[src/common/omc_pkg.sv]
package omc_pkg;
    // APB address width and register location (index times four)
    localparam int unsigned APB_AW = 12;
    localparam logic [11:0] OSC_MODE_IDX = 12'h0ca;
    localparam logic [11:0] OSC_MODE_ADDR = {OSC_MODE_IDX[9:0], 2'h0};
    // Field positions inside the mode register
    localparam int unsigned HOSC_STOP_BIT = 1;
    localparam int unsigned SLOW_SEL_BIT = 2;
    localparam int unsigned CPU_MODE_LSB = 3;
    localparam int unsigned CPU_MODE_MSB = 4;
    localparam logic [7:0] OSC_MODE_RESET = 8'h00;
    // Operating field encodings
    localparam logic [1:0] MODE_NORMAL = 2'h0;
    localparam logic [1:0] MODE_SLEEP = 2'h1;
    localparam logic [1:0] MODE_IDLE = 2'h2;
    localparam logic [1:0] MODE_RSVD = 2'h3;
    // High clock option codes on the strap pins
    localparam logic [2:0] OPT_FAST_RC = 3'h0;
    localparam logic [2:0] OPT_RC_XTAL = 3'h1;
    localparam logic [2:0] OPT_EXT_RC = 3'h2;
    localparam logic [2:0] OPT_XTAL_32K = 3'h3;
    localparam logic [2:0] OPT_XTAL_12M = 3'h4;
    localparam logic [2:0] OPT_XTAL_4M = 3'h5;
    // Oscillator cycle counts
    localparam int unsigned CNT_W = 12;
    localparam logic [11:0] CFG_LOSC_CYCLES = 12'h800;
    localparam logic [11:0] RESET_WARM_CYCLES = 12'h800;
    localparam logic [11:0] WAKE_XTAL_CYCLES = 12'h800;
    localparam logic [11:0] WAKE_RC_CYCLES = 12'h020;
    localparam logic [1:0] SLOW_DIV_LAST = 2'h3;
    // Sequencer states
    typedef enum logic [2:0] {
        ST_CFG, ST_WARM, ST_RUN, ST_SLEEP, ST_IDLE, ST_WAKE
    } omc_state_t;
endpackage : omc_pkg

[src/omc_cycle_counter.sv]
`timescale 1ns/1ps
`default_nettype none
module omc_cycle_counter
    import omc_pkg::*;
(
    input wire logic sys_clk_in,
    input wire logic rstn_in,
    input wire logic start_in,
    input wire logic tick_in,
    input wire logic [CNT_W-1:0] limit_in,
    output logic busy_out,
    output logic done_out
);
    logic [CNT_W-1:0] cnt_ff; // Ticks seen so far
    logic busy_ff;
    logic done_ff; // One-cycle pulse after the last tick

    // Start wins over a tick in the same cycle
    always_ff @(posedge sys_clk_in or negedge rstn_in) begin
        if (!rstn_in) begin
            cnt_ff <= '0;
            busy_ff <= 1'b0;
            done_ff <= 1'b0;
        end else if (start_in) begin
            cnt_ff <= '0;
            busy_ff <= 1'b1;
            done_ff <= 1'b0;
        end else if (busy_ff && tick_in) begin
            if (cnt_ff == CNT_W'(limit_in - 1'b1)) begin
                busy_ff <= 1'b0;
                done_ff <= 1'b1;
            end else begin
                cnt_ff <= CNT_W'(cnt_ff + 1'b1);
                done_ff <= 1'b0;
            end
        end else begin
            done_ff <= 1'b0;
        end
    end

    assign busy_out = busy_ff;
    assign done_out = done_ff;
endmodule : omc_cycle_counter
`default_nettype wire

[src/omc_edge_sync.sv]
`timescale 1ns/1ps
`default_nettype none
module omc_edge_sync (
    input wire logic sys_clk_in,
    input wire logic rstn_in,
    input wire logic raw_in,
    output logic level_out,
    output logic rise_out
);
    logic meta_ff; // First stage, read only by stage_ff
    logic stage_ff;
    logic prev_ff;
    logic rise_ff;

    // Two-flop synchroniser, then a registered rising-edge detect
    // Stages reset high: a pin already high at release is not an edge,
    // so a running oscillator cannot shorten its first counted period
    always_ff @(posedge sys_clk_in or negedge rstn_in) begin
        if (!rstn_in) begin
            meta_ff <= 1'b1;
            stage_ff <= 1'b1;
            prev_ff <= 1'b1;
            rise_ff <= 1'b0;
        end else begin
            meta_ff <= raw_in;
            stage_ff <= meta_ff;
            prev_ff <= stage_ff;
            rise_ff <= stage_ff & ~prev_ff;
        end
    end

    assign level_out = stage_ff;
    assign rise_out = rise_ff;
endmodule : omc_edge_sync
`default_nettype wire

[src/omc_mode_ctrl.sv]
// Overview of operation
// - Low RC clocks watchdog and slow mode
// - Slow instruction rate is low clock/4
// - Low RC stops in sleep, or in 32K idle with watchdog off
// - No separate low RC off control
// - Mode register layout, unused bits zero
// - Stop bit halts high osc, low runs
// - Select bit picks high or low clock
// - Mode field normal, sleep, idle codes
// - Stop bit halts option's high oscillators
// - Power-up waits 2048 low RC cycles
// - Reset warm-up 2048 high cycles
// - Wake warm-up 2048 crystal, 32 RC
// - Sleep bit clears on wake
// - Sleep wake resumes normal high-speed mode
// - Idle wake returns to previous mode
`timescale 1ns/1ps
`default_nettype none
module omc_mode_ctrl
    import omc_pkg::*;
(
    input wire logic sys_clk_in,
    input wire logic rstn_in,
    input wire logic psel_in,
    input wire logic penable_in,
    input wire logic pwrite_in,
    input wire logic [APB_AW-1:0] paddr_in,
    input wire logic [31:0] pwdata_in,
    input wire logic [3:0] pstrb_in,
    output logic [31:0] prdata_out,
    output logic pready_out,
    output logic pslverr_out,
    input wire logic hosc_clk_in,
    input wire logic losc_clk_in,
    input wire logic wake_in,
    input wire logic wdt_enable_in,
    input wire logic [2:0] high_clk_option_in,
    output logic int_high_rc_en_out,
    output logic rtc_xtal_en_out,
    output logic ext_osc_en_out,
    output logic int_low_rc_en_out,
    output logic sys_clk_sel_out,
    output logic cpu_tick_out,
    output logic wdt_tick_out,
    output logic cpu_run_out
);
    // Register fields
    logic high_osc_stop_ff;
    logic slow_clock_select_ff;
    logic [1:0] cpu_operating_field_ff;
    // Sequencer
    omc_state_t state_ff;
    omc_state_t nxt_state;
    logic start_pend_ff; // Counter start request for a new wait
    // Straps through two flops, then captured during configuration
    logic [3:0] strap_meta_ff;
    logic [3:0] strap_sync_ff;
    logic [2:0] option_ff;
    logic wdt_en_ff;
    // Clock selection
    logic sel_active_ff; // Source actually feeding the instruction tick
    logic [1:0] div_ff;
    // Oscillator edges and wake
    logic hosc_rise;
    logic losc_rise;
    logic wake_rise;
    // Counter
    logic cnt_tick;
    logic [CNT_W-1:0] cnt_limit;
    logic cnt_busy;
    logic cnt_done;
    // Bus
    logic pready_ff;
    logic pslverr_ff;
    logic [31:0] prdata_ff;
    logic access;
    logic hit;
    logic wr_commit;
    logic [7:0] reg_view;
    // Output flops, then oscillator run terms and option decode
    logic int_high_rc_en_ff;
    logic rtc_xtal_en_ff;
    logic ext_osc_en_ff;
    logic losc_en_ff;
    logic cpu_tick_ff;
    logic wdt_tick_ff;
    logic cpu_run_ff;
    logic hosc_on;
    logic losc_on;
    logic is_32k;
    logic is_xtal;

    // Oscillator pins are foreign to sys_clk_in
    omc_edge_sync u_hosc_sync (
        .sys_clk_in(sys_clk_in),
        .rstn_in(rstn_in),
        .raw_in(hosc_clk_in),
        .level_out(),
        .rise_out(hosc_rise)
    );
    omc_edge_sync u_losc_sync (
        .sys_clk_in(sys_clk_in),
        .rstn_in(rstn_in),
        .raw_in(losc_clk_in),
        .level_out(),
        .rise_out(losc_rise)
    );
    omc_edge_sync u_wake_sync (
        .sys_clk_in(sys_clk_in),
        .rstn_in(rstn_in),
        .raw_in(wake_in),
        .level_out(),
        .rise_out(wake_rise)
    );

    // One counter serves every wait; tick source follows the state
    assign cnt_tick = (state_ff == ST_CFG) ? losc_rise : hosc_rise;
    omc_cycle_counter u_wait_cnt (
        .sys_clk_in(sys_clk_in),
        .rstn_in(rstn_in),
        .start_in(start_pend_ff),
        .tick_in(cnt_tick),
        .limit_in(cnt_limit),
        .busy_out(cnt_busy),
        .done_out(cnt_done)
    );

    // Option decode
    assign is_32k = (option_ff == OPT_XTAL_32K) || (option_ff == OPT_RC_XTAL);
    assign is_xtal = (option_ff == OPT_XTAL_32K) || (option_ff == OPT_XTAL_12M)
        || (option_ff == OPT_XTAL_4M);

    // Wait length per phase
    always_comb begin
        unique case (state_ff)
            ST_CFG: cnt_limit = CFG_LOSC_CYCLES;
            ST_WARM: cnt_limit = RESET_WARM_CYCLES;
            default: cnt_limit = is_xtal ? WAKE_XTAL_CYCLES : WAKE_RC_CYCLES;
        endcase
    end

    // Strap synchroniser; held once configuration ends
    always_ff @(posedge sys_clk_in or negedge rstn_in) begin
        if (!rstn_in) begin
            strap_meta_ff <= 4'h0;
            strap_sync_ff <= 4'h0;
            option_ff <= OPT_FAST_RC;
            wdt_en_ff <= 1'b0;
        end else begin
            strap_meta_ff <= {wdt_enable_in, high_clk_option_in};
            strap_sync_ff <= strap_meta_ff;
            if (state_ff == ST_CFG) begin
                option_ff <= strap_sync_ff[2:0];
                wdt_en_ff <= strap_sync_ff[3];
            end
        end
    end

    // Next state
    always_comb begin
        nxt_state = state_ff;
        unique case (state_ff)
            ST_CFG: if (cnt_done) nxt_state = ST_WARM;
            ST_WARM: if (cnt_done) nxt_state = ST_RUN;
            ST_RUN: begin
                if (cpu_operating_field_ff == MODE_SLEEP) begin
                    nxt_state = ST_SLEEP;
                end else if (cpu_operating_field_ff == MODE_IDLE) begin
                    nxt_state = ST_IDLE;
                end
            end
            ST_SLEEP: if (wake_rise) nxt_state = ST_WAKE;
            ST_WAKE: if (cnt_done) nxt_state = ST_RUN;
            ST_IDLE: if (wake_rise) nxt_state = ST_RUN;
        endcase
    end

    // Sequencer flops; a wait begins on entry to a counted phase
    always_ff @(posedge sys_clk_in or negedge rstn_in) begin
        if (!rstn_in) begin
            state_ff <= ST_CFG;
            start_pend_ff <= 1'b1;
        end else begin
            state_ff <= nxt_state;
            start_pend_ff <= (nxt_state != state_ff)
                && (nxt_state == ST_WARM || nxt_state == ST_WAKE);
        end
    end

    // APB decode; the slave answers in the second access cycle
    assign access = psel_in && penable_in;
    assign hit = (paddr_in == OSC_MODE_ADDR);
    assign wr_commit = access && pready_ff && pwrite_in && hit && pstrb_in[0];
    assign reg_view = {3'h0, cpu_operating_field_ff, slow_clock_select_ff,
        high_osc_stop_ff, 1'h0};

    // Mode register; a software write outranks the wake-up clear
    always_ff @(posedge sys_clk_in or negedge rstn_in) begin
        if (!rstn_in) begin
            high_osc_stop_ff <= OSC_MODE_RESET[HOSC_STOP_BIT];
            slow_clock_select_ff <= OSC_MODE_RESET[SLOW_SEL_BIT];
            cpu_operating_field_ff <= OSC_MODE_RESET[CPU_MODE_MSB:CPU_MODE_LSB];
        end else if (wr_commit) begin
            high_osc_stop_ff <= pwdata_in[HOSC_STOP_BIT];
            slow_clock_select_ff <= pwdata_in[SLOW_SEL_BIT];
            // Reserved code is dropped, field keeps its value
            if (pwdata_in[CPU_MODE_MSB:CPU_MODE_LSB] != MODE_RSVD) begin
                cpu_operating_field_ff <= pwdata_in[CPU_MODE_MSB:CPU_MODE_LSB];
            end
        end else if (state_ff == ST_WAKE && cnt_done) begin
            cpu_operating_field_ff <= MODE_NORMAL;
            slow_clock_select_ff <= 1'b0;
            high_osc_stop_ff <= 1'b0;
        end else if (state_ff == ST_IDLE && wake_rise) begin
            cpu_operating_field_ff <= MODE_NORMAL;
        end
    end

    // Bus answer flops; unmapped addresses get an error response
    always_ff @(posedge sys_clk_in or negedge rstn_in) begin
        if (!rstn_in) begin
            pready_ff <= 1'b0;
            pslverr_ff <= 1'b0;
            prdata_ff <= 32'h0000_0000;
        end else begin
            pready_ff <= access && !pready_ff;
            pslverr_ff <= access && !pready_ff && !hit;
            if (access && !pready_ff && !pwrite_in && hit) begin
                prdata_ff <= {24'h00_0000, reg_view};
            end else begin
                prdata_ff <= 32'h0000_0000;
            end
        end
    end

    // High oscillator runs unless stopped by sleep, or by the stop bit in run or idle
    assign hosc_on = (state_ff != ST_SLEEP)
        && !(high_osc_stop_ff && (state_ff == ST_RUN || state_ff == ST_IDLE));
    // Only the sequencer state, option and watchdog gate the low RC
    assign losc_on = (state_ff != ST_SLEEP)
        && !(state_ff == ST_IDLE && is_32k && !wdt_en_ff);

    // Enables per option, registered to keep outputs glitch free
    always_ff @(posedge sys_clk_in or negedge rstn_in) begin
        if (!rstn_in) begin
            int_high_rc_en_ff <= 1'b0;
            rtc_xtal_en_ff <= 1'b0;
            ext_osc_en_ff <= 1'b0;
            losc_en_ff <= 1'b1;
        end else begin
            int_high_rc_en_ff <= hosc_on
                && (option_ff == OPT_FAST_RC || option_ff == OPT_RC_XTAL);
            rtc_xtal_en_ff <= hosc_on && (option_ff == OPT_RC_XTAL);
            ext_osc_en_ff <= hosc_on && (option_ff == OPT_EXT_RC
                || option_ff == OPT_XTAL_32K || is_xtal);
            losc_en_ff <= losc_on;
        end
    end

    // Source changes only at the new source's edge, divider restarts,
    // so neither clock ever yields a shortened instruction period
    always_ff @(posedge sys_clk_in or negedge rstn_in) begin
        if (!rstn_in) begin
            sel_active_ff <= 1'b0;
            div_ff <= 2'h0;
        end else if (slow_clock_select_ff != sel_active_ff
            && (slow_clock_select_ff ? losc_rise : hosc_rise)) begin
            sel_active_ff <= slow_clock_select_ff;
            div_ff <= 2'h0;
        end else if (sel_active_ff && losc_rise) begin
            div_ff <= 2'(div_ff + 1'b1);
        end
    end

    // Instruction tick, watchdog tick and run flag
    always_ff @(posedge sys_clk_in or negedge rstn_in) begin
        if (!rstn_in) begin
            cpu_tick_ff <= 1'b0;
            wdt_tick_ff <= 1'b0;
            cpu_run_ff <= 1'b0;
        end else begin
            cpu_tick_ff <= (state_ff == ST_RUN) && (sel_active_ff
                ? (losc_rise && div_ff == SLOW_DIV_LAST) : hosc_rise);
            wdt_tick_ff <= losc_rise;
            cpu_run_ff <= (nxt_state == ST_RUN);
        end
    end

    assign prdata_out = prdata_ff;
    assign pready_out = pready_ff;
    assign pslverr_out = pslverr_ff;
    assign int_high_rc_en_out = int_high_rc_en_ff;
    assign rtc_xtal_en_out = rtc_xtal_en_ff;
    assign ext_osc_en_out = ext_osc_en_ff;
    assign int_low_rc_en_out = losc_en_ff;
    assign sys_clk_sel_out = sel_active_ff;
    assign cpu_tick_out = cpu_tick_ff;
    assign wdt_tick_out = wdt_tick_ff;
    assign cpu_run_out = cpu_run_ff;

    // Helper: ticks seen while the wait counter is busy
    logic [CNT_W-1:0] hlp_ticks_ff;
    always_ff @(posedge sys_clk_in or negedge rstn_in) begin
        if (!rstn_in) begin
            hlp_ticks_ff <= '0;
        end else if (start_pend_ff) begin
            hlp_ticks_ff <= '0;
        end else if (cnt_busy && cnt_tick) begin
            hlp_ticks_ff <= CNT_W'(hlp_ticks_ff + 1'b1);
        end
    end
endmodule : omc_mode_ctrl
`default_nettype wire

[config.mk]
export PLATFORM = sky130hd
export DESIGN_NAME = omc_mode_ctrl
export DESIGN_NICKNAME = d
export VERILOG_FILES = /design/src/common/omc_pkg.sv /design/src/omc_cycle_counter.sv /design/src/omc_edge_sync.sv /design/src/omc_mode_ctrl.sv
export SDC_FILE = /design/constraint.sdc
export NUM_CORES = 1
export LEC_CHECK = 0
export BUFFER_PORTS_ARGS = -buffer_cell sky130_fd_sc_hd__buf_2
export CAP_MARGIN = 30
export CELL_PAD_IN_SITES_DETAIL_PLACEMENT = 1
export CELL_PAD_IN_SITES_GLOBAL_PLACEMENT = 1
export CORE_MARGIN = 2
export CORE_UTILIZATION = 34
export CTS_CLUSTER_DIAMETER = 80
export CTS_CLUSTER_SIZE = 40
export DETAILED_ROUTE_END_ITERATION = 6
export HOLD_SLACK_MARGIN = 0.02
export PLACE_DENSITY = 0.8
export RECOVER_POWER = 50
export SLEW_MARGIN = 25
export SYNTH_ARGS = -nofsm -noshare
export SYNTH_HDL_FRONTEND = slang
export SYNTH_SLANG_ARGS = --single-unit
[constraint.sdc]
create_clock -name sys_clk_in -period 2.2 [get_ports sys_clk_in]
set_input_delay 0.66 -clock sys_clk_in [delete_from_list [all_inputs] [get_ports sys_clk_in]]
set_output_delay 0.66 -clock sys_clk_in [all_outputs]
set_load 0.02 [all_outputs]
==> metrics.md, run 1 <==
| Metric | Value |
|---|---|
| CP Depth | 6 |
| Inst Count DP | 413 |
| CP top delay family | simple AND/OR/NAND/NOR gates |
| Post-synth cell types | 46 |
| End of the critical path | u_wait_cnt.cnt_ff[8]$_DFFE_PN0P_ |
| Initial DRC count | 69 |
| H-tree depth | 3 |
| Fin crit share | 98.2% |
| Mux share of post-synthesis cell area | 3.55% |
| CTS tree | built |
| Clock Latency Late Sink | 340 ps |
| P_leak | 1.63 nW |
| Worst reg2reg endpoint | u_wait_cnt.cnt_ff[8]$_DFFE_PN0P_ |
| Status | finished, violations left |
| Pre-CTS WS | -25.7 ps |
| Via density | 4.54 |
| Sequential-to-total area share from yosys stat | 55.5% |
| EDFF count, synth | 0 |
| Ys async rst share | 100% |
| Placed Area | 3120 um^2 |
| Global-route wire length before repair | 9690 um |
| Peak supply drop | 359 uV |
| Fmax | 463 MHz |
| Warnings from Yosys | 0 |
| Port Buffer Count | 42 |
| Post-CTS Hold Buffers | 0 |
| Rows | 33 |
| Global Route Usage Sum | 14.1% |
| Diode count | 0 |
| Final Hold Viols | 0 |
| Max_slew headroom | -0.563% |
| Power Density | 742 nW/um^2 |
| Post-Synth Simple-Gate Area | 18.7% |
| Max-cap violations | 1 |
| Avg Cell Area, Syn | 10.8 um^2 |
| Hpwl dp | 4060 um |
| Final wirelength | 5720 um |
| Crit path kind | reg2reg |
| Complex-gate fraction of the synthesized area | 9.31% |
| Top FF cell, synth | dfrtp_1 |
| Final ANT Viol Nets | 0 |
| Clk pwr share | 45.0% |
| Mapped cell area | 2820 um^2 |
| Main combinational cell family by area after synthesis | simple AND/OR/NAND/NOR gates |
| Die footprint | 9040 um^2 |
| Max Slew Vio Count | 63 |
| Flops & latches, synth | 62 |
| Worst Setup Slack, final | 40.5 ps |
| Nets@finish | 384 |
| R2r setup slk | 40 ps |
| Req. time, crit path | 2430 ps |
| Hold WC Path Type | reg2reg |
| TritonCTS Buffers | 9 |
| Largest net degree at the start of global routing | 63 |
| Die H | 95.1 um |
| Worst-margin pin slew | 1510 ps |
| Crit-path max cell delay | 430 ps |
| Clock Path Buffers | 2 |
| Final Cell Area | 3350 um^2 |
| Slowest CP cell | dfrtp_2 |
| Layout cells sized above 1 | 29.8% |
| Sequential power share | 48.9% |
| Vias | 1957 |
| Post-Layout Cell Count | 431 |
| CP startpoint | u_wait_cnt.cnt_ff[7]$_DFFE_PN0P_ |
| Total power | 2.48 mW |
| Sw frac | 23.3% |
| CTS sink count | 62 |
| CP cell instances | and4_4, and3_4, mux2_4, a2111oi_4, and3_4, mux2_4 |
| Fin crit period | 2160 ps |
| Arrival time worst endpoint | 2390 ps |
| Post-Route Skew | 7.76 ps |
| Max FO, Critical Path | 7 |
| Average wire per standard cell | 13.3 um |
| Mapped Cells | 262 |
| Failing checks | max-capacitance violations, max-slew violations |
| Antenna violations before repair | 0 |
| Die Span X | 95.1 um |
| GRT overflow | 0 |
| Buffers & Inverters on Critical Path | 0 |
| XOR/XNOR Fraction of Synth Area | 1.55% |
| CTS root buf | clkbuf_8 |
| Ports | 102 |
| Crit. End Element | register |
| Comb power frac | 6.1% |
| Final Setup Violations | 0 |
| Sw Pwr | 0.580 mW |
| Hold wc startpoint | strap_meta_ff[0]$_DFF_PN0_ |
| Internal power | 1.90 mW |
| # DRC | 0 |
| Final GP Congestion | 0.788 |
| Worst reg-to-reg path cell count | 6 |
| Clock slew at reported path FFs | 70 ps |
| Adder-cell share of the synthesized area | 1.33% |
| Vias in the first global route | 2070 |
| R2R Path Start | u_wait_cnt.cnt_ff[7]$_DFFE_PN0P_ |
| CP Launch Type | register |
| Post-Route Utilization | 41.1% |
| Drt pass-1 iters | 4 |
| Area grow syn2layout | 18.6% |
| Core area | 8130 um^2 |
| Initial core utilization | 34.7% |
-- layout make-up --
cell class	count	area (um^2)
fill	939	4790
sequential	62	1570
multi-input combinational	182	1080
timing repair buffer	54	298
clock buffer	11	141
tap	105	131
clock inverter	5	82.6
inverter	12	45.0
-- metal layers --
metal | vias up | share of wire (%) | GRT usage (%)
li1 | 953 | - | -
met1 | 936 | 42 | 16.5
met2 | 60 | 50 | 23.8
met3 | 8 | 7.0 | 5.85
met4 | 0 | 0.98 | 4.11
met5 | - | 0 | 0
-- logic make-up (layout without fill, tap and decap cells) --
family,Yosys count,after routing
buffers and inverters,45,82
xor gates and xnor gates,5,5
adders and majority gates,3,3
DFF,62,62
and+or+nand+nor,99,99
muxes,8,8
AOI/OAI and AO/OA,39,39
other,1,28
-- worst min path at each step --
stage               cells past startpoint                                to
floorplan                               0        strap_sync_ff[0]$_DFF_PN0_
global placement                        0        strap_sync_ff[1]$_DFF_PN0_
detailed placement                      0        strap_sync_ff[2]$_DFF_PN0_
CTS                                     2  u_wait_cnt.cnt_ff[9]$_DFFE_PN0P_
global route                            0        strap_sync_ff[2]$_DFF_PN0_
finish                                  0        strap_sync_ff[0]$_DFF_PN0_
-- layout by cell type (no fill, tap or decap), types with 2 or more instances in the layout --
cell,Yosys,layout
inv_1,12,12
mux2_2,4,4
nor4b_1,2,2
a31o_2,2,2
nand2b_1,2,2
a21oi_1,13,13
or4_1,2,2
and2_1,4,4
o21ai_0,10,10
o21bai_1,2,2
a211oi_1,2,2
xnor2_1,5,5
nor2b_1,9,9
and3_1,3,2
dfrtp_1,51,50
clkinvlp_4,0,3
clkbuf_8,0,10
nor2_1,24,24
buf_4,28,11
dfstp_2,11,11
nand3_1,4,4
nand4_1,6,6
conb_1,1,28
buf_2,0,42
mux2_4,2,2
nand2_1,26,26
and3_4,1,2
nor3_1,6,6
nor3b_1,2,2
nand3b_1,3,3
o221ai_1,2,2
bufinv_16,0,2
ha_1,3,3
-- synth_stat cells, types with 3 or more instances --
library cell  number  area, um^2
and3_1             3        18.8
a21oi_1           13        65.1
dfrtp_1           51        1280
clkbuf_1           4        15.0
nor3_1             6        30.0
and2_1             4        25.0
mux2_2             4        45.0
nand3b_1           3        22.5
nand2_1           26        97.6
nand4_1            6        37.5
nand3_1            4        20.0
dfstp_2           11         289
o21ai_0           10        50.1
nor2b_1            9        56.3
buf_4             28         210
ha_1               3        37.5
xnor2_1            5        43.8
inv_1             12        45.0
nor2_1            24        90.1
-- registers in the layout (all words and copies together), names as in the netlist, 2 cells and up --
signal and count:
u_wait_cnt.cnt_ff 12, prdata_out 4, strap_meta_ff 4, strap_sync_ff 4, option_ff 3, state_ff 3
cpu_operating_field_ff 2, div_ff 2
-- power groups by stage --
stage	Sequential, mW	Combinational [mW]	Clock, mW
2_1_floorplan	1.24	0.118	0
3_3_place_gp	1.23	0.150	0
3_5_place_dp	1.24	0.158	0
4_1_cts	1.21	0.160	1.15
5_1_grt	1.22	0.176	1.22
6_report	1.21	0.153	1.12
-- stage by stage --
stage	hold WS [ps]	TNS (ps)
3_3_place_gp	334	0
2_1_floorplan	331	0
4_1_cts	327	0
5_1_grt	360	-14.4
3_5_place_dp	339	-45.3
6_report	350	0
-- what timing repair did --
action / CTS / global route
gates resized for setup: 0 / 2
setup endpoints to repair: 0 / 1
setup buffers: 0 / 2
Power figures use the tool's default switching activity.
==> inputs of run 2 (changes only) <==
--- a/config.mk
+++ b/config.mk
@@ -5,17 +5,18 @@
 export SDC_FILE = /design/constraint.sdc
 export NUM_CORES = 1
 export LEC_CHECK = 0
+export ABC_AREA = 1
 export BUFFER_PORTS_ARGS = -buffer_cell sky130_fd_sc_hd__buf_2
 export CAP_MARGIN = 30
 export CELL_PAD_IN_SITES_DETAIL_PLACEMENT = 1
 export CELL_PAD_IN_SITES_GLOBAL_PLACEMENT = 1
 export CORE_MARGIN = 2
-export CORE_UTILIZATION = 34
+export CORE_UTILIZATION = 33
 export CTS_CLUSTER_DIAMETER = 80
 export CTS_CLUSTER_SIZE = 40
 export DETAILED_ROUTE_END_ITERATION = 6
 export HOLD_SLACK_MARGIN = 0.02
-export PLACE_DENSITY = 0.8
+export PLACE_DENSITY = 0.81
 export RECOVER_POWER = 50
 export SLEW_MARGIN = 25
 export SYNTH_ARGS = -nofsm -noshare
==> run 2 against run 1 <==
The run now ends clean. Core utilization shrank 2.3 points. Via count grew 29%. Global-route usage grew 1.0 points. Combinational power grew to 6.0 times the previous value. Largest power group unchanged.
==> metrics.md, run 2 <==
| Metric | Value |
|---|---|
| Hold WC Path Type | reg2reg |
| Crit. End Element | register |
| Sw Pwr | 1.23 mW (+110%) |
| Global Route Usage Sum | 15.2% (+1.0 points) |
| Setup tns final | 0 ps (unchanged) |
| Mapped cell area | 3100 um^2 (+9.8%) |
| Antenna violations before repair | 0 (unchanged) |
| CP startpoint | u_wait_cnt.cnt_ff[0]$_DFFE_PN0P_ |
| Initial core utilization | 33.8% (-0.84 points) |
| Average wire per standard cell | 12.9 um (-2.5%) |
| Final ANT Viol Nets | 0 (unchanged) |
| Drt pass-1 iters | 4 (unchanged) |
| # DRC | 0 (unchanged) |
| Status | finished, final reports clean |
| Clock Latency Late Sink | 350 ps (about the same) |
| P_leak | 1.91 nW (+17%) |
| Area leader, netlist | dfrtp_1 |
| Largest net degree at the start of global routing | 28 (-56%) |
| Fin crit period | 1880 ps (-275 ps) |
| Max_slew headroom | 42.1% (+43 points) |
| Worst-margin pin slew | 869 ps (-639 ps) |
| Final wirelength | 7160 um (+25%) |
| Fmax | 531 MHz (+15%) |
| Synth cell count leaders | nand2_1, nor2_1, dfrtp_1 |
| Fill count | 1155 (+23%) |
| Fin crit share | 85.6% (-13 points) |
| Post-Route Utilization | 38.8% (-2.3 points) |
| Max-cap violations | 0 (-1) |
| Postcts setup bufs | 0 (unchanged) |
| Hold WS | 351 ps (+1.11 ps) |
| Peak supply drop | 402 uV (+12%) |
| Post-CTS Hold Buffers | 0 (unchanged) |
| Power Density | 992 nW/um^2 (+34%) |
| Worst Setup Slack, final | 316 ps (+275 ps) |
| Nets@finish | 500 (+30%) |
| Max FO, Critical Path | 14 (+7) |
| Hpwl dp | 5310 um (+31%) |
| Clock slew at reported path FFs | 70 ps (about the same) |
| Post-CTS sizing | 0 (unchanged) |
| Final Cell Area | 3550 um^2 (+6.2%) |
| Placed Area | 3350 um^2 (+7.4%) |
| CTS root buf | clkbuf_8 |
| Final Setup Violations | 0 (unchanged) |
| Rows | 35 (+6.1%) |
| Area grow syn2layout | 14.7% |
| Internal power | 2.29 mW (+20%) |
| Most frequent cells in the layout | nand2_1, nor2_1, dfrtp_1, inv_1, nand3_1 |
| Max reg flops | 12 (unchanged) |
| Crit-path max cell delay | 490 ps (+60 ps) |
| Die H | 101 um (+6.1%) |
| Diode count | 0 (unchanged) |
| Ys async rst share | 100% (unchanged) |
| Core area | 9150 um^2 (+13%) |
| Vias in the first global route | 2570 (+24%) |
| Global-route wire length before repair | 11800 um (+22%) |
| GRT overflow | 0 (unchanged) |
| CTS tree | built |
| Final Hold Viols | 0 (unchanged) |
| Clock Path Buffers | 2 (unchanged) |
| CTS sink count | 62 (unchanged) |
| Worst reg2reg endpoint | u_wait_cnt.cnt_ff[6]$_DFFE_PN0P_ |
| Sequential-to-total area share from yosys stat | 50.5% (-5.0 points) |
| Initial DRC count | 89 (+29%) |
| Final GP Congestion | 0.828 (+5.1%) |
| Sequential power share | 41.3% (-7.6 points) |
| Clk pwr share | 32.8% (-12 points) |
| Post-synth cell types | 31 (-33%) |
| TritonCTS Buffers | 9 (unchanged) |
| Max Slew Vio Count | 0 (-100%) |
| End of the critical path | u_wait_cnt.cnt_ff[6]$_DFFE_PN0P_ |
| CP cell instances | ha_1, nand2_1, nor2_4, nand3_2, a21oi_2, nand2_4, nand2_4, nand2_1, nand2_1 |
| Via density | 4.56 (+0.44%) |
| Warnings from Yosys | 0 (unchanged) |
| Flops & latches, synth | 62 (unchanged) |
| Worst reg-to-reg path cell count | 9 (+3) |
| Comb power frac | 25.9% (+20 points) |
| R2R Path Start | u_wait_cnt.cnt_ff[0]$_DFFE_PN0P_ |
| Commonest non-fill, non-tap cell in the layout | nand2_1 |
| Layout cells sized above 1 | 17.9% (-12 points) |
| Req. time, crit path | 2490 ps (+60 ps) |
| Synth area leaders | dfrtp_1, nand2_1, dfstp_2, nor2_1, buf_4 |
| Pre-CTS WS | 331 ps (+357 ps) |
| RSZ-0062 raised after global routing | no |
| Die footprint | 10200 um^2 (+13%) |
| H-tree depth | 3 (unchanged) |
| Die Span X | 101 um (+6.1%) |
| Post-synth top area share | 41.2% (-4.0 points) |
| Avg Cell Area, Syn | 8.05 um^2 (-25%) |
| Mapped Cells | 385 (+47%) |
| Slowest CP cell | dfrtp_1 |
| EDFF count, synth | 0 (unchanged) |
| Arrival time worst endpoint | 2180 ps (-210 ps) |
| Top reg by flops | u_wait_cnt.cnt_ff |
| Count leader, synth | nand2_1 |
| R2r setup slk | 320 ps (+280 ps) |
| Post-Route Skew | 11.3 ps (+3.57 ps) |
| Crit path kind | reg2reg |
| CP Launch Type | register |
| Port Buffer Count | 42 (unchanged) |
| Sw frac | 35.0% (+12 points) |
| Ports | 102 (unchanged) |
| Crit-path most repeated cell | nand2_1 |
| Top FF cell, synth | dfrtp_1 |
| Vias | 2522 (+29%) |
-- run 2: final cells by class --
type	count	area, um^2	area share (%)
flip-flops and latches	62	1570	44.0
clock buffers	11	151	4.26
clock inverters	5	81.3	2.29
inverters	49	184	5.17
repair buffers	46	228	6.41
well taps	111	139	3.91
multi-input cells	269	1210	33.9
-- run 2: cells by family after synthesis --
logic type | share of synthesized area [%]
AOI/OAI and AO/OA | 3.23
other | 0.121
DFF | 50.5
buffers and inverters | 13.8
adders and majority gates | 1.21
and+or+nand+nor | 30.5
xor gates and xnor gates | 0.283
muxes | 0.363
-- run 2: power groups by stage --
stage,registers (mW),logic [mW],clock network (mW)
5_1_grt,1.48,1.04,1.23
3_5_place_dp,1.47,0.919,0
4_1_cts,1.46,0.931,1.19
6_report,1.46,0.913,1.16
2_1_floorplan,1.48,0.681,0
3_3_place_gp,1.46,0.879,0
-- run 2: per-stage QoR --
step / std cells / total power, mW
3_3_place_gp: 537 / 2.34
6_report: 553 / 3.53
4_1_cts: 553 / 3.58
3_5_place_dp: 537 / 2.39
5_1_grt: 553 / 3.75
2_1_floorplan: 412 / 2.16
-- run 2: worst max-delay path, delay by kind of cell, from the launching register on --
family / cells / cell delay, ps
AOI/OAI and AO/OA: 1 / 160
DFF: 1 / 490
adders and majority gates: 1 / 220
and+or+nand+nor: 7 / 940
-- run 2: routing by layer --
| metal | GRT usage, % | share of wire (%) | up-vias |
|---|---|---|---|
| li1 | - | - | 1247 |
| met4 | 5.72 | 1.4 | 0 |
| met2 | 27.3 | 53 | 52 |
| met1 | 16.8 | 42 | 1216 |
| met3 | 4.58 | 3.8 | 7 |
| met5 | 0 | 0 | - |
-- run 2: worst min-delay path by stage --
stage                                     startpoint                                 to  slack (ps)  cells past startpoint
after floorplan           strap_meta_ff[0]$_DFF_PN0_         strap_sync_ff[0]$_DFF_PN0_         330                      0
after global placement    strap_meta_ff[0]$_DFF_PN0_         strap_sync_ff[0]$_DFF_PN0_         330                      0
after detailed placement  strap_meta_ff[1]$_DFF_PN0_         strap_sync_ff[1]$_DFF_PN0_         340                      0
after CTS                                    rstn_in  u_wait_cnt.cnt_ff[11]$_DFFE_PN0P_         230                      1
after global routing      strap_meta_ff[1]$_DFF_PN0_         strap_sync_ff[1]$_DFF_PN0_         360                      0
final                     strap_meta_ff[1]$_DFF_PN0_         strap_sync_ff[1]$_DFF_PN0_         350                      0
==> inputs of run 3 (changes only) <==
==> constraint.sdc (replaced) <==
create_clock -name sys_clk_in -period 1.5 [get_ports sys_clk_in]
set_input_delay 0.45 -clock sys_clk_in [delete_from_list [all_inputs] [get_ports sys_clk_in]]
set_output_delay 0.45 -clock sys_clk_in [all_outputs]
set_load 0.02 [all_outputs]
==> run 3 against run 2 <==
The run now ends with negative setup slack left. Final cell count up 3.8%. Register-to-register slack lost 350 ps. First-iteration DRC count up 36%. Clock-buffer cell count rose by 2. Largest power group unchanged. Highest routed layer unchanged.
==> metrics.md, run 3 (synthesis results as in run 2) <==
| Metric | Value |
|---|---|
| Post-Route Skew | 9.73 ps (-1.59 ps) |
| Hpwl dp | 5630 um (+5.9%) |
| CTS root buf | clkbuf_8 |
| Rows | 35 (unchanged) |
| Req. time, crit path | 1780 ps (-710 ps) |
| GRT overflow | 0 (unchanged) |
| End of the critical path | u_wait_cnt.cnt_ff[1]$_DFFE_PN0P_ |
| Largest net degree at the start of global routing | 63 (+130%) |
| P_leak | 2.01 nW (+5.2%) |
| Power Density | 1420 nW/um^2 (+44%) |
| Area grow syn2layout | 21.5% |
| Setup tns final | -251 ps (-251 ps) |
| Clock Latency Late Sink | 340 ps (about the same) |
| Drt pass-1 iters | 4 (unchanged) |
| Post-CTS Hold Buffers | 0 (unchanged) |
| Max-cap violations | 0 (unchanged) |
| Fin crit share | 102% (+17 points) |
| Max FO, Critical Path | 8 (-6) |
| CP Launch Type | register |
| Inst Count DP | 554 (+3.2%) |
| Arrival time worst endpoint | 1810 ps (-370 ps) |
| Crit. End Element | register |
| Hold WC Path Type | in2reg |
| Port Buffer Count | 42 (unchanged) |
| R2R Path Start | u_wait_cnt.cnt_ff[1]$_DFFE_PN0P_ |
| CP startpoint | u_wait_cnt.cnt_ff[1]$_DFFE_PN0P_ |
| Slowest CP cell | dfrtp_1 |
| Worst Setup Slack, final | -35.3 ps (-351 ps) |
| Global-route wire length before repair | 13300 um (+13%) |
| Layout cells sized above 1 | 26.8% (+8.9 points) |
| Total power | 5.36 mW (+52%) |
| Final ANT Viol Nets | 0 (unchanged) |
| Ports | 102 (unchanged) |
| Diode count | 0 (unchanged) |
| Final Cell Area | 3760 um^2 (+5.9%) |
| Final GP Congestion | 0.841 (+1.5%) |
| Final Hold Viols | 0 (unchanged) |
| Initial core utilization | 33.8% (unchanged) |
| CTS sink count | 62 (unchanged) |
| Commonest non-fill, non-tap cell in the layout | nand2_1 |
| Fmax | 651 MHz (+23%) |
| Core area | 9150 um^2 (unchanged) |
| Crit-path max cell delay | 390 ps (-100 ps) |
| Most frequent cells in the layout | nand2_1, nor2_1, dfrtp_1, inv_1, buf_2 |
| Pre-CTS WS | -121 ps (-452 ps) |
| CP cell instances | ha_2, nand2_2, nor2_4, nand3_2, a21oi_4, nand2_4, nand2_8, nand2_2, nand2_2 |
| Clock slew at reported path FFs | 60 ps (about the same) |
| Worst-margin pin slew | 845 ps (-23.7 ps) |
| Nets@finish | 522 (+4.4%) |
| H-tree depth | 3 (unchanged) |
| CTS tree | built |
| Initial DRC count | 121 (+36%) |
| Clock Path Buffers | 2 (unchanged) |
| Fin crit period | 1540 ps (-349 ps) |
| Die footprint | 10200 um^2 (unchanged) |
| Max_slew headroom | 43.6% (+1.6 points) |
| Top reg by flops | u_wait_cnt.cnt_ff |
| Die Span X | 101 um (unchanged) |
| Average wire per standard cell | 13.8 um (+6.6%) |
| CP Depth | 9 (unchanged) |
| CP top delay family | simple AND/OR/NAND/NOR gates |
| Buffers & Inverters on Critical Path | 0 (unchanged) |
| Max Slew Vio Count | 0 (unchanged) |
| # DRC | 0 (unchanged) |
| R2r setup slk | -40 ps (-350 ps) |
| Max reg flops | 12 (unchanged) |
| Global Route Usage Sum | 16.7% (+1.5 points) |
| Peak supply drop | 669 uV (+67%) |
| Crit-path most repeated cell | nand2_2 |
| Die H | 101 um (unchanged) |
| Vias | 2697 (+6.9%) |
| Final wirelength | 7920 um (+11%) |
| Crit path kind | reg2reg |
| RSZ-0062 raised after global routing | yes |
| Worst reg2reg endpoint | u_wait_cnt.cnt_ff[1]$_DFFE_PN0P_ |
| TritonCTS Buffers | 9 (unchanged) |
| Final Setup Violations | 13 (+13) |
| Via density | 4.70 (+3.0%) |
| Vias in the first global route | 2824 (+9.9%) |
| Antenna violations before repair | 0 (unchanged) |
| Placed Area | 3480 um^2 (+4.0%) |
| Worst reg-to-reg path cell count | 9 (unchanged) |
| Status | finished, violations left |
| Failing checks | negative setup slack |
| Post-Layout Cell Count | 574 (+3.8%) |
[run 3: cell types whose count changed in the layout (fill, tap and decap cells not counted), sizes merged]
cell | previous run | this run
buf | 41 | 65
clkbuf | 16 | 14
clkinvlp | 1 | 0
nand2 | 100 | 102
bufinv | 2 | 0
[run 3: final cells by class]
| class | instances | area (um^2) |
|---|---|---|
| timing repair buffer | 66 | 390 |
| tap | 111 | 139 |
| fill | 1131 | 5390 |
| sequential | 62 | 1570 |
| clock buffer | 13 | 159 |
| inverter | 49 | 184 |
| clock inverter | 2 | 10.0 |
| multi-input combinational | 271 | 1310 |
[run 3: through the flow]
step | utilization (%) | hold WS [ps]
CTS | 40.6 | 122
floorplan | - | 154
global placement | 38.0 | 337
finish | 41.1 | 207
detailed placement | 38.0 | 339
global route | 41.1 | 198
[run 3: where the power goes]
part           total [mW]  internal (mW)  switching, mW  leakage, nW
Combinational        1.98          0.750           1.23         1.14
Clock                1.29          0.676          0.615       0.0893
Sequential           2.09           1.92          0.167        0.775
[run 3: how the worst min path moves through the flow]
stage / startpoint / end / slack [ps] / depth (start not counted)
finish: losc_clk_in / u_losc_sync.meta_ff$_DFF_PN1_ / 210 / 1
global route: high_clk_option_in[1] / strap_meta_ff[1]$_DFF_PN0_ / 200 / 1
CTS: rstn_in / strap_sync_ff[2]$_DFF_PN0_ / 120 / 2
detailed placement: strap_meta_ff[1]$_DFF_PN0_ / strap_sync_ff[1]$_DFF_PN0_ / 340 / 0
global placement: strap_meta_ff[1]$_DFF_PN0_ / strap_sync_ff[1]$_DFF_PN0_ / 340 / 0
floorplan: rstn_in / cpu_operating_field_ff[0]$_DFFE_PN0P_ / 150 / 0
[run 3: repair_timing]
action	in CTS	in global routing
setup endpoints to repair	13	17
endpoints found under the hold margin	0	0
setup buffers	0	3
gates cloned	2	0
gates resized for setup	11	15
pin swaps	5	6
[run 3: worst register-to-register path, stage by stage (launching register included)]
cell     delay (ps)
dfrtp_1         390
ha_2            200
nand2_2          80
nor2_4          120
nand3_2          90
a21oi_4         170
nand2_4         150
nand2_8         150
nand2_2          70
nand2_2          60
[run 3: routing by layer]
| layer | track usage [%] | vias to the layer above | part of all wire, % |
|---|---|---|---|
| li1 | - | 1293 | - |
| met1 | 19.9 | 1322 | 41 |
| met2 | 29.5 | 60 | 53 |
| met3 | 2.43 | 22 | 3.2 |
| met4 | 7.90 | 0 | 3.1 |
| met5 | 0 | - | 0 |
